[src/logic/tmc_regs.vh]
// Register map, field positions and timing constants of the tachometer block.
// Assumes a 100 MHz clock and a 32-bit Avalon-MM slave with byte addresses.
`ifndef TMC_REGS_VH
`define TMC_REGS_VH
// ****************************************************************
// Register byte offsets
// ****************************************************************
`define TMC_A_CTRL 6'h00
`define TMC_A_PRESCALE 6'h04
`define TMC_A_THR1 6'h08
`define TMC_A_THR2 6'h0C
`define TMC_A_HYST 6'h10
`define TMC_A_OFFDLY 6'h14
`define TMC_A_AUTOZ 6'h18
`define TMC_A_STARTUP 6'h1C
`define TMC_A_CLAMP 6'h20
`define TMC_A_MEAS 6'h24
`define TMC_A_PEAK 6'h28
`define TMC_A_BOTTOM 6'h2C
`define TMC_A_ONK1 6'h30
`define TMC_A_ONK2 6'h34
`define TMC_A_STATUS 6'h38
// ****************************************************************
// Control fields
// ****************************************************************
`define TMC_C_WIDTH 0
`define TMC_C_PERIOD 1
`define TMC_C_MOVING 2
`define TMC_C_AVG_LO 3
`define TMC_C_AVG_HI 5
`define TMC_C_CONT 6
`define TMC_C_SWAP 7
`define TMC_C_INV1 8
`define TMC_C_INV2 9
`define TMC_C_COL_LO 10
`define TMC_C_COL_HI 11
`define TMC_C_AREA 12
`define TMC_COL_RED 2'h0
`define TMC_COL_GREEN 2'h1
`define TMC_COL_RED_IDLE 2'h2
`define TMC_COL_GREEN_IDLE 2'h3
// ****************************************************************
// Values and timing
// ****************************************************************
`define TMC_MAX_COUNT 20'hF_423F
`define TMC_CLAMP_RST 20'hF_423F
`define TMC_CLAMP_MIN 20'h0_0001
`define TMC_PRE_FRAC 8
`define TMC_KILO 10'h3E7
`define TMC_CLK_MHZ 100
`define TMC_MS_NS 1000000
`define TMC_SECOND_MS 1000
`define TMC_SAMPLE_MS 200
`define TMC_CONT_MS 10
`define TMC_GAP_MS 20
`endif

[src/logic/tmc_tach.v]
// Tachometer measure and compare block with Avalon-MM register slave.
// Assumes one 100 MHz clock and a pulse input from an external sensor.
`timescale 1ns/10ps
`include "tmc_regs.vh"

// ****************************************************************
// Comparison channel: hysteresis, off-delay, polarity, ON counter
// ****************************************************************
module tmc_chan (
  // Clock and reset
  input wire mclk_in,
  input wire rst_in,
  // Measurement side
  input wire run_in,
  input wire ms_tick_in,
  input wire [19:0] meas_in,
  input wire ovf_in,
  input wire [19:0] thr_in,
  input wire [19:0] max_thr_in,
  input wire [19:0] hyst_in,
  input wire [15:0] offdly_in,
  input wire inv_in,
  // Results
  output reg act_out,
  output reg pin_out,
  output reg [15:0] kilo_out
);
  reg raw_ff;
  reg [15:0] dly_ff;
  reg [9:0] unit_ff;
  wire hit;
  wire rel;
  assign hit = ovf_in | ((thr_in <= max_thr_in) & (meas_in >= thr_in));
  assign rel = ~ovf_in & (({1'b0, meas_in} + {1'b0, hyst_in}) < {1'b0, thr_in});

  always @(posedge mclk_in or posedge rst_in) begin
    if (rst_in) begin
      raw_ff <= 1'b0;
      act_out <= 1'b0;
      dly_ff <= 16'h0000;
      pin_out <= 1'b0;
      unit_ff <= 10'h000;
      kilo_out <= 16'h0000;
    end else begin
      if (!run_in) begin
        raw_ff <= 1'b0;
      end else if (hit) begin
        raw_ff <= 1'b1;
      end else if (rel) begin
        raw_ff <= 1'b0;
      end
      if (raw_ff) begin
        act_out <= 1'b1;
        dly_ff <= 16'h0000;
      end else if (act_out && !run_in) begin
        act_out <= 1'b0;
      end else if (act_out && ms_tick_in) begin
        if (dly_ff >= offdly_in) begin
          act_out <= 1'b0;
        end else begin
          dly_ff <= dly_ff + 16'h0001;
        end
      end
      pin_out <= run_in & (act_out ^ inv_in);
      if (raw_ff && !act_out) begin
        if (unit_ff == `TMC_KILO) begin
          unit_ff <= 10'h000;
          kilo_out <= kilo_out + 16'h0001;
        end else begin
          unit_ff <= unit_ff + 10'h001;
        end
      end
    end
  end
endmodule // tmc_chan

// ****************************************************************
// Top level
// ****************************************************************
module tmc_tach #(
  parameter MS_DIV = `TMC_MS_NS * `TMC_CLK_MHZ / 1000
) (
  // Clock and reset
  input wire mclk_in,
  input wire rst_in,
  // Pulse sensor
  input wire pulse_in,
  // Avalon-MM slave
  input wire [5:0] avs_address_in,
  input wire avs_read_in,
  input wire avs_write_in,
  input wire [31:0] avs_writedata_in,
  output reg [31:0] avs_readdata_out,
  output wire avs_waitrequest_out,
  // Output terminals and display
  output reg term_a_out,
  output reg term_b_out,
  output reg colour_green_out,
  output reg colour_red_out
);
  localparam SUM_W = 24;
  localparam [15:0] CONT_LEN = `TMC_CONT_MS;
  localparam [15:0] SAMP_LEN = `TMC_SAMPLE_MS;
  localparam [19:0] CONT_MUL = `TMC_SECOND_MS / `TMC_CONT_MS;
  localparam [19:0] SAMP_MUL = `TMC_SECOND_MS / `TMC_SAMPLE_MS;
  // Registers
  reg [12:0] ctrl_ff;
  reg [19:0] pre_ff;
  reg [19:0] thr1_ff;
  reg [19:0] thr2_ff;
  reg [19:0] hyst_ff;
  reg [15:0] offdly_ff;
  reg [15:0] autoz_ff;
  reg [15:0] startup_ff;
  reg [19:0] clamp_ff;
  reg ack_ff;
  wire req;
  wire wr_go;
  reg [31:0] nxt_rdata;
  // Pulse input and timebase
  reg [2:0] sync_ff;
  reg lvl_ff;
  reg [16:0] div_ff;
  reg ms_ff;
  wire rise;
  wire fall;
  // Measurement
  reg [15:0] win_ms_ff;
  reg [19:0] pcnt_ff;
  reg [19:0] tmeas_ff;
  reg [15:0] idle_ms_ff;
  reg samp_ff;
  reg [19:0] sval_ff;
  reg [15:0] st_ms_ff;
  reg run_ff;
  reg cfg_clr_ff;
  wire [15:0] win_len;
  wire [19:0] win_mul;
  wire width_m;
  wire zeroed;
  // Averaging
  reg [19:0] hist_ff [0:15];
  reg [3:0] ptr_ff;
  reg [3:0] bcnt_ff;
  reg avg_go_ff;
  reg [19:0] avg_ff;
  reg avg_new_ff;
  reg [SUM_W-1:0] nxt_sum;
  wire [SUM_W-1:0] avg_sh;
  reg [4:0] navg;
  reg [2:0] nsh;
  integer i;
  // Scaled result
  reg [19:0] meas_ff;
  reg ovf_ff;
  reg [19:0] peak_ff;
  reg [19:0] bot_ff;
  wire [39:0] prod;
  wire [31:0] scaled;
  wire [19:0] max_thr;
  // Channels
  wire act1;
  wire act2;
  wire pin1;
  wire pin2;
  wire [15:0] kilo1;
  wire [15:0] kilo2;
  wire any_on;
  wire [1:0] col;

  // ****************************************************************
  // Avalon-MM slave: one wait cycle, then the request is taken
  // ****************************************************************
  assign req = avs_read_in | avs_write_in;
  assign avs_waitrequest_out = req & ~ack_ff;
  assign wr_go = avs_write_in & ack_ff;

  always @* begin
    case (avs_address_in)
      `TMC_A_CTRL: nxt_rdata = {19'h0_0000, ctrl_ff};
      `TMC_A_PRESCALE: nxt_rdata = {12'h000, pre_ff};
      `TMC_A_THR1: nxt_rdata = {12'h000, thr1_ff};
      `TMC_A_THR2: nxt_rdata = {12'h000, thr2_ff};
      `TMC_A_HYST: nxt_rdata = {12'h000, hyst_ff};
      `TMC_A_OFFDLY: nxt_rdata = {16'h0000, offdly_ff};
      `TMC_A_AUTOZ: nxt_rdata = {16'h0000, autoz_ff};
      `TMC_A_STARTUP: nxt_rdata = {16'h0000, startup_ff};
      `TMC_A_CLAMP: nxt_rdata = {12'h000, clamp_ff};
      `TMC_A_MEAS: nxt_rdata = {12'h000, meas_ff};
      `TMC_A_PEAK: nxt_rdata = {12'h000, peak_ff};
      `TMC_A_BOTTOM: nxt_rdata = {12'h000, bot_ff};
      `TMC_A_ONK1: nxt_rdata = {16'h0000, kilo1};
      `TMC_A_ONK2: nxt_rdata = {16'h0000, kilo2};
      `TMC_A_STATUS: nxt_rdata = {27'h000_0000, colour_green_out, act2, act1, ovf_ff, run_ff};
      default: nxt_rdata = 32'h0000_0000;
    endcase
  end

  always @(posedge mclk_in or posedge rst_in) begin
    if (rst_in) begin
      ack_ff <= 1'b0;
      avs_readdata_out <= 32'h0000_0000;
      ctrl_ff <= 13'h0000;
      pre_ff <= 20'h0_0000;
      thr1_ff <= `TMC_MAX_COUNT;
      thr2_ff <= `TMC_MAX_COUNT;
      hyst_ff <= 20'h0_0000;
      offdly_ff <= 16'h0000;
      autoz_ff <= 16'h0000;
      startup_ff <= 16'h0000;
      clamp_ff <= `TMC_CLAMP_RST;
      cfg_clr_ff <= 1'b0;
    end else begin
      ack_ff <= req & ~ack_ff;
      if (req && !ack_ff) begin
        avs_readdata_out <= nxt_rdata;
      end
      cfg_clr_ff <= wr_go & ((avs_address_in == `TMC_A_CTRL) | (avs_address_in == `TMC_A_PRESCALE));
      if (wr_go) begin
        case (avs_address_in)
          `TMC_A_CTRL: ctrl_ff <= avs_writedata_in[12:0];
          `TMC_A_PRESCALE: pre_ff <= avs_writedata_in[19:0];
          `TMC_A_THR1: begin
            thr1_ff <= (avs_writedata_in[19:0] > clamp_ff) ? clamp_ff : avs_writedata_in[19:0];
          end
          `TMC_A_THR2: begin
            thr2_ff <= (avs_writedata_in[19:0] > clamp_ff) ? clamp_ff : avs_writedata_in[19:0];
          end
          `TMC_A_HYST: hyst_ff <= avs_writedata_in[19:0];
          `TMC_A_OFFDLY: offdly_ff <= avs_writedata_in[15:0];
          `TMC_A_AUTOZ: autoz_ff <= avs_writedata_in[15:0];
          `TMC_A_STARTUP: startup_ff <= avs_writedata_in[15:0];
          `TMC_A_CLAMP: begin
            if (avs_writedata_in[19:0] < `TMC_CLAMP_MIN) begin
              clamp_ff <= `TMC_CLAMP_MIN;
            end else if (avs_writedata_in[19:0] > `TMC_MAX_COUNT) begin
              clamp_ff <= `TMC_MAX_COUNT;
            end else begin
              clamp_ff <= avs_writedata_in[19:0];
            end
          end
          default: ctrl_ff <= ctrl_ff;
        endcase
      end
    end
  end

  // ****************************************************************
  // Pulse filter and millisecond timebase
  // ****************************************************************
  assign rise = (sync_ff[1] == sync_ff[2]) & sync_ff[2] & ~lvl_ff;
  assign fall = (sync_ff[1] == sync_ff[2]) & ~sync_ff[2] & lvl_ff;

  always @(posedge mclk_in or posedge rst_in) begin
    if (rst_in) begin
      sync_ff <= 3'h0;
      lvl_ff <= 1'b0;
      div_ff <= 17'h0_0000;
      ms_ff <= 1'b0;
    end else begin
      sync_ff <= {sync_ff[1:0], pulse_in};
      if (sync_ff[1] == sync_ff[2]) begin
        lvl_ff <= sync_ff[2];
      end
      ms_ff <= (div_ff == MS_DIV[16:0] - 17'h0_0001);
      div_ff <= (div_ff == MS_DIV[16:0] - 17'h0_0001) ? 17'h0_0000 : div_ff + 17'h0_0001;
    end
  end

  // ****************************************************************
  // Startup inhibit and raw sampling
  // ****************************************************************
  assign width_m = ctrl_ff[`TMC_C_WIDTH];
  assign win_len = ctrl_ff[`TMC_C_CONT] ? CONT_LEN : SAMP_LEN;
  assign win_mul = ctrl_ff[`TMC_C_CONT] ? CONT_MUL : SAMP_MUL;
  assign zeroed = !width_m && (autoz_ff != 16'h0000) && (idle_ms_ff >= autoz_ff);

  always @(posedge mclk_in or posedge rst_in) begin
    if (rst_in) begin
      st_ms_ff <= 16'h0000;
      run_ff <= 1'b0;
      win_ms_ff <= 16'h0000;
      pcnt_ff <= 20'h0_0000;
      tmeas_ff <= 20'h0_0000;
      idle_ms_ff <= 16'h0000;
      samp_ff <= 1'b0;
      sval_ff <= 20'h0_0000;
    end else begin
      samp_ff <= 1'b0;
      if (!run_ff) begin
        if (st_ms_ff >= startup_ff) begin
          run_ff <= 1'b1;
        end else if (ms_ff) begin
          st_ms_ff <= st_ms_ff + 16'h0001;
        end
        win_ms_ff <= 16'h0000;
        pcnt_ff <= 20'h0_0000;
        idle_ms_ff <= 16'h0000;
      end else begin
        if (rise) begin
          idle_ms_ff <= 16'h0000;
        end else if (ms_ff && !zeroed) begin
          idle_ms_ff <= idle_ms_ff + 16'h0001;
        end
        if (width_m) begin
          if (rise) begin
            tmeas_ff <= 20'h0_0000;
          end else if (lvl_ff && ms_ff) begin
            tmeas_ff <= tmeas_ff + 20'h0_0001;
          end
          if (fall) begin
            samp_ff <= 1'b1;
            sval_ff <= tmeas_ff;
          end
        end else if (ctrl_ff[`TMC_C_PERIOD]) begin
          if (rise) begin
            samp_ff <= 1'b1;
            sval_ff <= tmeas_ff;
            tmeas_ff <= 20'h0_0000;
          end else if (ms_ff) begin
            tmeas_ff <= tmeas_ff + 20'h0_0001;
          end
          if (zeroed && ms_ff) begin
            samp_ff <= 1'b1;
            sval_ff <= 20'h0_0000;
          end
        end else begin
          if (cfg_clr_ff) begin
            // Restart the window so a mode change leaves no stale count
            win_ms_ff <= 16'h0000;
            pcnt_ff <= 20'h0_0000;
          end else if (ms_ff && win_ms_ff == win_len - 16'h0001) begin
            win_ms_ff <= 16'h0000;
            samp_ff <= 1'b1;
            sval_ff <= zeroed ? 20'h0_0000 : pcnt_ff * win_mul;
            pcnt_ff <= rise ? 20'h0_0001 : 20'h0_0000;
          end else begin
            if (ms_ff) begin
              win_ms_ff <= win_ms_ff + 16'h0001;
            end
            if (rise) begin
              pcnt_ff <= pcnt_ff + 20'h0_0001;
            end
          end
        end
      end
    end
  end

  // ****************************************************************
  // Averaging over the last 1, 2, 4, 8 or 16 samples
  // ****************************************************************
  always @* begin
    case (ctrl_ff[`TMC_C_AVG_HI:`TMC_C_AVG_LO])
      3'h1: begin navg = 5'h02; nsh = 3'h1; end
      3'h2: begin navg = 5'h04; nsh = 3'h2; end
      3'h3: begin navg = 5'h08; nsh = 3'h3; end
      3'h4: begin navg = 5'h10; nsh = 3'h4; end
      default: begin navg = 5'h01; nsh = 3'h0; end
    endcase
    nxt_sum = {SUM_W{1'b0}};
    for (i = 0; i < 16; i = i + 1) begin
      if (i < navg) begin
        nxt_sum = nxt_sum + {4'h0, hist_ff[ptr_ff - i[3:0] - 4'h1]};
      end
    end
  end

  assign avg_sh = nxt_sum >> nsh;

  always @(posedge mclk_in or posedge rst_in) begin
    if (rst_in) begin
      ptr_ff <= 4'h0;
      bcnt_ff <= 4'h0;
      avg_go_ff <= 1'b0;
      avg_ff <= 20'h0_0000;
      avg_new_ff <= 1'b0;
      for (i = 0; i < 16; i = i + 1) begin
        hist_ff[i] <= 20'h0_0000;
      end
    end else begin
      avg_go_ff <= 1'b0;
      avg_new_ff <= avg_go_ff;
      if (samp_ff) begin
        hist_ff[ptr_ff] <= sval_ff;
        ptr_ff <= ptr_ff + 4'h1;
        if ({1'b0, bcnt_ff} + 5'h01 >= navg || ctrl_ff[`TMC_C_MOVING]) begin
          bcnt_ff <= 4'h0;
          avg_go_ff <= 1'b1;
        end else begin
          bcnt_ff <= bcnt_ff + 4'h1;
        end
      end
      if (avg_go_ff) begin
        avg_ff <= (avg_sh > {4'h0, `TMC_MAX_COUNT}) ? `TMC_MAX_COUNT : avg_sh[19:0];
      end
    end
  end

  // ****************************************************************
  // Prescale, overflow, peak and bottom
  // ****************************************************************
  assign prod = {20'h0_0000, avg_ff} * {20'h0_0000, pre_ff};
  assign scaled = (pre_ff == 20'h0_0000) ? {12'h000, avg_ff} : prod[`TMC_PRE_FRAC+31:`TMC_PRE_FRAC];
  assign max_thr = `TMC_MAX_COUNT - {8'h00, pre_ff[19:`TMC_PRE_FRAC]};

  always @(posedge mclk_in or posedge rst_in) begin
    if (rst_in) begin
      meas_ff <= 20'h0_0000;
      ovf_ff <= 1'b0;
      peak_ff <= 20'h0_0000;
      bot_ff <= `TMC_MAX_COUNT;
    end else begin
      if (cfg_clr_ff) begin
        peak_ff <= 20'h0_0000;
        bot_ff <= `TMC_MAX_COUNT;
        ovf_ff <= 1'b0;
      end else if (avg_new_ff) begin
        ovf_ff <= scaled > {12'h000, `TMC_MAX_COUNT};
        meas_ff <= (scaled > {12'h000, `TMC_MAX_COUNT}) ? `TMC_MAX_COUNT : scaled[19:0];
        if (scaled[19:0] > peak_ff || scaled > {12'h000, `TMC_MAX_COUNT}) begin
          peak_ff <= (scaled > {12'h000, `TMC_MAX_COUNT}) ? `TMC_MAX_COUNT : scaled[19:0];
        end
        if (scaled < {12'h000, bot_ff}) begin
          bot_ff <= scaled[19:0];
        end
      end
    end
  end

  // ****************************************************************
  // Comparison channels, terminals and colour
  // ****************************************************************
  tmc_chan u_chan1 (
    .mclk_in(mclk_in),
    .rst_in(rst_in),
    .run_in(run_ff),
    .ms_tick_in(ms_ff),
    .meas_in(meas_ff),
    .ovf_in(ovf_ff),
    .thr_in(thr1_ff),
    .max_thr_in(max_thr),
    .hyst_in(hyst_ff),
    .offdly_in(offdly_ff),
    .inv_in(ctrl_ff[`TMC_C_INV1]),
    .act_out(act1),
    .pin_out(pin1),
    .kilo_out(kilo1)
  );

  tmc_chan u_chan2 (
    .mclk_in(mclk_in),
    .rst_in(rst_in),
    .run_in(run_ff),
    .ms_tick_in(ms_ff),
    .meas_in(meas_ff),
    .ovf_in(ovf_ff),
    .thr_in(thr2_ff),
    .max_thr_in(max_thr),
    .hyst_in(hyst_ff),
    .offdly_in(offdly_ff),
    .inv_in(ctrl_ff[`TMC_C_INV2]),
    .act_out(act2),
    .pin_out(pin2),
    .kilo_out(kilo2)
  );

  assign any_on = ctrl_ff[`TMC_C_AREA] ? act1 : (act1 | act2);
  assign col = ctrl_ff[`TMC_C_COL_HI:`TMC_C_COL_LO];

  always @(posedge mclk_in or posedge rst_in) begin
    if (rst_in) begin
      term_a_out <= 1'b0;
      term_b_out <= 1'b0;
      colour_green_out <= 1'b0;
      colour_red_out <= 1'b1;
    end else begin
      term_a_out <= ctrl_ff[`TMC_C_SWAP] ? pin2 : pin1;
      term_b_out <= ctrl_ff[`TMC_C_SWAP] ? pin1 : pin2;
      case (col)
        `TMC_COL_GREEN: colour_green_out <= 1'b1;
        `TMC_COL_RED_IDLE: colour_green_out <= any_on;
        `TMC_COL_GREEN_IDLE: colour_green_out <= ~any_on;
        default: colour_green_out <= 1'b0;
      endcase
      case (col)
        `TMC_COL_GREEN: colour_red_out <= 1'b0;
        `TMC_COL_RED_IDLE: colour_red_out <= ~any_on;
        `TMC_COL_GREEN_IDLE: colour_red_out <= any_on;
        default: colour_red_out <= 1'b1;
      endcase
    end
  end
endmodule // tmc_tach

[config.mk]
export PLATFORM = sky130hd
export DESIGN_NAME = tmc_tach
export DESIGN_NICKNAME = d
export VERILOG_FILES = /design/src/logic/tmc_tach.v
export VERILOG_INCLUDE_DIRS = /design/src /design/src/logic
export SDC_FILE = /design/constraint.sdc
export NUM_CORES = 2
export LEC_CHECK = 0
export ABC_CLOCK_PERIOD_IN_PS = 48000
export BUFFER_PORTS_ARGS = -buffer_cell sky130_fd_sc_hd__buf_2
export CAP_MARGIN = 20
export CORE_MARGIN = 3
export CORE_UTILIZATION = 40
export DETAILED_ROUTE_END_ITERATION = 8
export HOLD_SLACK_MARGIN = 0.06
export PLACE_DENSITY = 0.6
export SKIP_CTS_REPAIR_TIMING = 1
export SYNTH_ARGS = -nofsm -noshare
export SYNTH_HDL_FRONTEND = slang
export SYNTH_HIERARCHICAL = 1
export SYNTH_SLANG_ARGS = --single-unit
[constraint.sdc]
create_clock -name mclk_in -period 48 [get_ports mclk_in]
set_input_delay 2.4 -clock mclk_in [delete_from_list [all_inputs] [get_ports mclk_in]]
set_output_delay 2.4 -clock mclk_in [all_outputs]
set_load 0.005 [all_outputs]
==> metrics <==
Seq/Total Area, Yosys=0.222; Core ar.=0.231 sq mm; clock buffer count from CTS=96; Area contributors post-synth=dfrtp_1 (21%), mux4_2 (17%), ha_1 (11%), fa_1 (7.8%), mux2_2 (4.9%); All-Layer GR Usage=0.272; Async SR Flop Fraction=1.00; layout cell share with drive strength beyond 1=0.178; CP Launch Type=flop; Fin. Hold Viols=0; Synth Flop Type=dfrtp_1; top cell type's share of synthesized area=0.208; min cycle time layout=around 30 ns; DR vias=around 78000; first-pass GRT wire length=about 490000 microns; CP peak stage delay=around 0.75 ns; worst hold path type=flop to flop; EDFF count, synth=0; Yosys reg bits=820; first-pass iteration count of the detailed router=9; row count=around 180; Yosys warning total=6; area occupied by multi-input gates=approximately 0.067 sq mm; most area-hungry cell type in the Yosys netlist=dfrtp_1; CTS tree=yes; Final ANT Viol Nets=0; initial antenna violation count=25; Peak VDD IR=0.0271 mV; routability cong.=~1.1; cell count after synthesis=around 9400; setup violators final=0; MaxCap Viol Count=0; H-tree Lvls=3; final wirelength=roughly 330000 microns; relative slew slack=0.209; Reg area=~0.021 sq mm; status=completed; mean number of vias per cell=~6.3; CTS Buffer Depth=3; slowest CP cell=o22ai_1; chip width=between 400 and 500 microns; clock transition at the registers of the reported paths=about 0.060 ns; pin count of the biggest net entering global routing=about 150; Wirelength per Cell=roughly 27 microns; Worst path most repeated cell=ha_1; fillers=21836; area of the die=around 0.24 sq mm; WS Path Type=flop to flop; Setup crit end kind=flop; number of distinct library cells after synthesis=103; Top Ports=80; Die Ht=approximately 500 microns; drt drc=0; WP data required=about 49 ns; unrepaired setup endpoints after global routing=no; Max Fclk=between 0.03 and 0.04 GHz; Final period util=0.617; slew of the pin with the lowest slew margin=roughly 1.2 ns; Netlist Area Pre-Place=about 0.093 sq mm; Starting Density=0.403; IO Port Bufs=between 50 and 60; CP Max Fanout=54; Finished Core Util=0.434; residual overflow from global routing=0; final net count=around 10000; vias in the first global route=between 70000 and 80000; clock skew=just over 0.09 ns; critical path arrival=between 30 and 40 ns; fin. max-slew vios=0; synthesis-to-finish area growth=7.76%; synthesized area per cell=roughly 9.9 sq um; Clock Sink Count=between 800 and 900; detailed placement HPWL=between 200000 and 300000 microns; clock root buffer=clkbuf_16; DR iter-0 viols=roughly 8300; TNS Setup=0 ns; clk_lat worst skew=approximately 0.80 ns; leakage power=~46 nW; PwrDens=22.3 mW/mm^2
==> critical path: cells and delay by family (launching register included) <==
kind | cells | cell delay (ns)
muxes | 5 | 1.45
AOI/OAI and AO/OA | 47 | 12.21
buffers and inverters | 6 | 2.13
DFF | 1 | 0.70
xor gates and xnor gates | 15 | 3.15
adders and majority gates | 19 | 7.05
and+or+nand+nor | 16 | 2.64
==> flip-flops by register name, indices dropped and copies added, names as in the netlist, 17 cells and up <==
signal            cells
avg_ff               20
meas_ff              20
hist_ff             320
div_ff               17
sval_ff              20
peak_ff              20
pcnt_ff              20
tmeas_ff             20
pre_ff               20
thr1_ff              20
bot_ff               20
clamp_ff             20
hyst_ff              20
thr2_ff              20
avs_readdata_out     20
==> routing by layer <==
metal | vias up | share of wire | track usage
li1 | 33874 | - | -
met1 | 39500 | 0.40 | 0.351
met2 | 3611 | 0.46 | 0.437
met3 | 810 | 0.090 | 0.0638
met4 | 20 | 0.049 | 0.115
met5 | - | 0.00042 | 0
==> path summary, 6_finish.rpt <==
kind / depth (start not counted) / end / slack (ns) / startpoint
max: 108 / avg_ff[7]$_DFFE_PP0P_ / 18.39 / ptr_ff[1]$_DFFE_PP0P_
min: 0 / sync_ff[2]$_DFF_PP0_ / 0.45 / sync_ff[1]$_DFF_PP0_
max reg2reg: 108 / avg_ff[7]$_DFFE_PP0P_ / 18.39 / ptr_ff[1]$_DFFE_PP0P_
min reg2reg: 0 / sync_ff[2]$_DFF_PP0_ / 0.45 / sync_ff[1]$_DFF_PP0_
max in group asynchronous: 5 / sval_ff[4]$_DFFE_PP0P_ / 43.25 / rst_in
min in group asynchronous: 2 / u_chan1/unit_ff[5]$_DFFE_PP0P_ / 1.56 / rst_in
==> synth_stat cells (71+ instances only) <==
cell type,count
inv_1,871
nand2_1,816
ha_1,813
dfrtp_1,771
mux4_2,695
a21oi_1,547
nor2_1,532
o21ai_0,498
clkbuf_1,421
mux2_2,404
fa_1,361
xnor2_1,325
a21o_1,266
xor2_1,184
nand3_1,173
and2_1,161
nand4_1,92
o21a_1,91
a22oi_1,88
mux2i_1,82
nor3_1,80
o21bai_1,72
and3_1,71
==> cells by family after synthesis <==
group	Yosys count	synth area share
compound gates	2064	0.142
xor+xnor	518	0.0501
fa+ha+maj	1175	0.187
buf+inv	1395	0.0575
flops	820	0.222
mux	1184	0.227
other cells	2	0.0000809
simple gates	2249	0.114
==> cell type report <==
type / count / area share
multi-input cells: 7214 / 0.672
flip-flops and latches: 820 / 0.206
well taps: 3026 / 0.0378
inverters: 877 / 0.0330
clock buffers: 127 / 0.0264
repair buffers: 237 / 0.0176
clock inverters: 51 / 0.00694
diodes: 7 / 0.000175
==> cell usage in the layout (no fill, tap or decap), types with 91 or more instances in the layout <==
cell and instances:
clkbuf_16 97, nand2_1 815, and2_1 160, fa_1 361, nand4_1 92, nor2_1 528, xor2_1 180, o21a_1 91
a21o_1 266, xnor2_1 314, o21ai_0 497, nand3_1 173, mux2_2 404, mux4_2 695, a21oi_1 544, ha_1 810
dfrtp_1 767, inv_1 867, buf_4 173
==> power by group <==
group	switching (W)	total, W	internal, W
logic	0.000446	0.000707	0.000262
registers	0.0000343	0.000748	0.000714
clock network	0.000335	0.000781	0.000446
total	0.000815	0.00224	0.00142
==> metrics by stage <==
stage	instances	power [W]	worst slack, ns	area, sq um	hold slack [ns]
4_1_cts	12346	0.00225	18.73	100000	0.454
6_report	12359	0.00224	18.39	100000	0.446
2_1_floorplan	9429	0.00123	21.31	93000	0.331
3_5_place_dp	12168	0.00145	18.96	96600	0.438
3_3_place_gp	12167	0.00144	19.33	96600	0.411
5_1_grt	12352	0.00236	16.84	100000	0.483
Power figures use the tool's default switching activity.
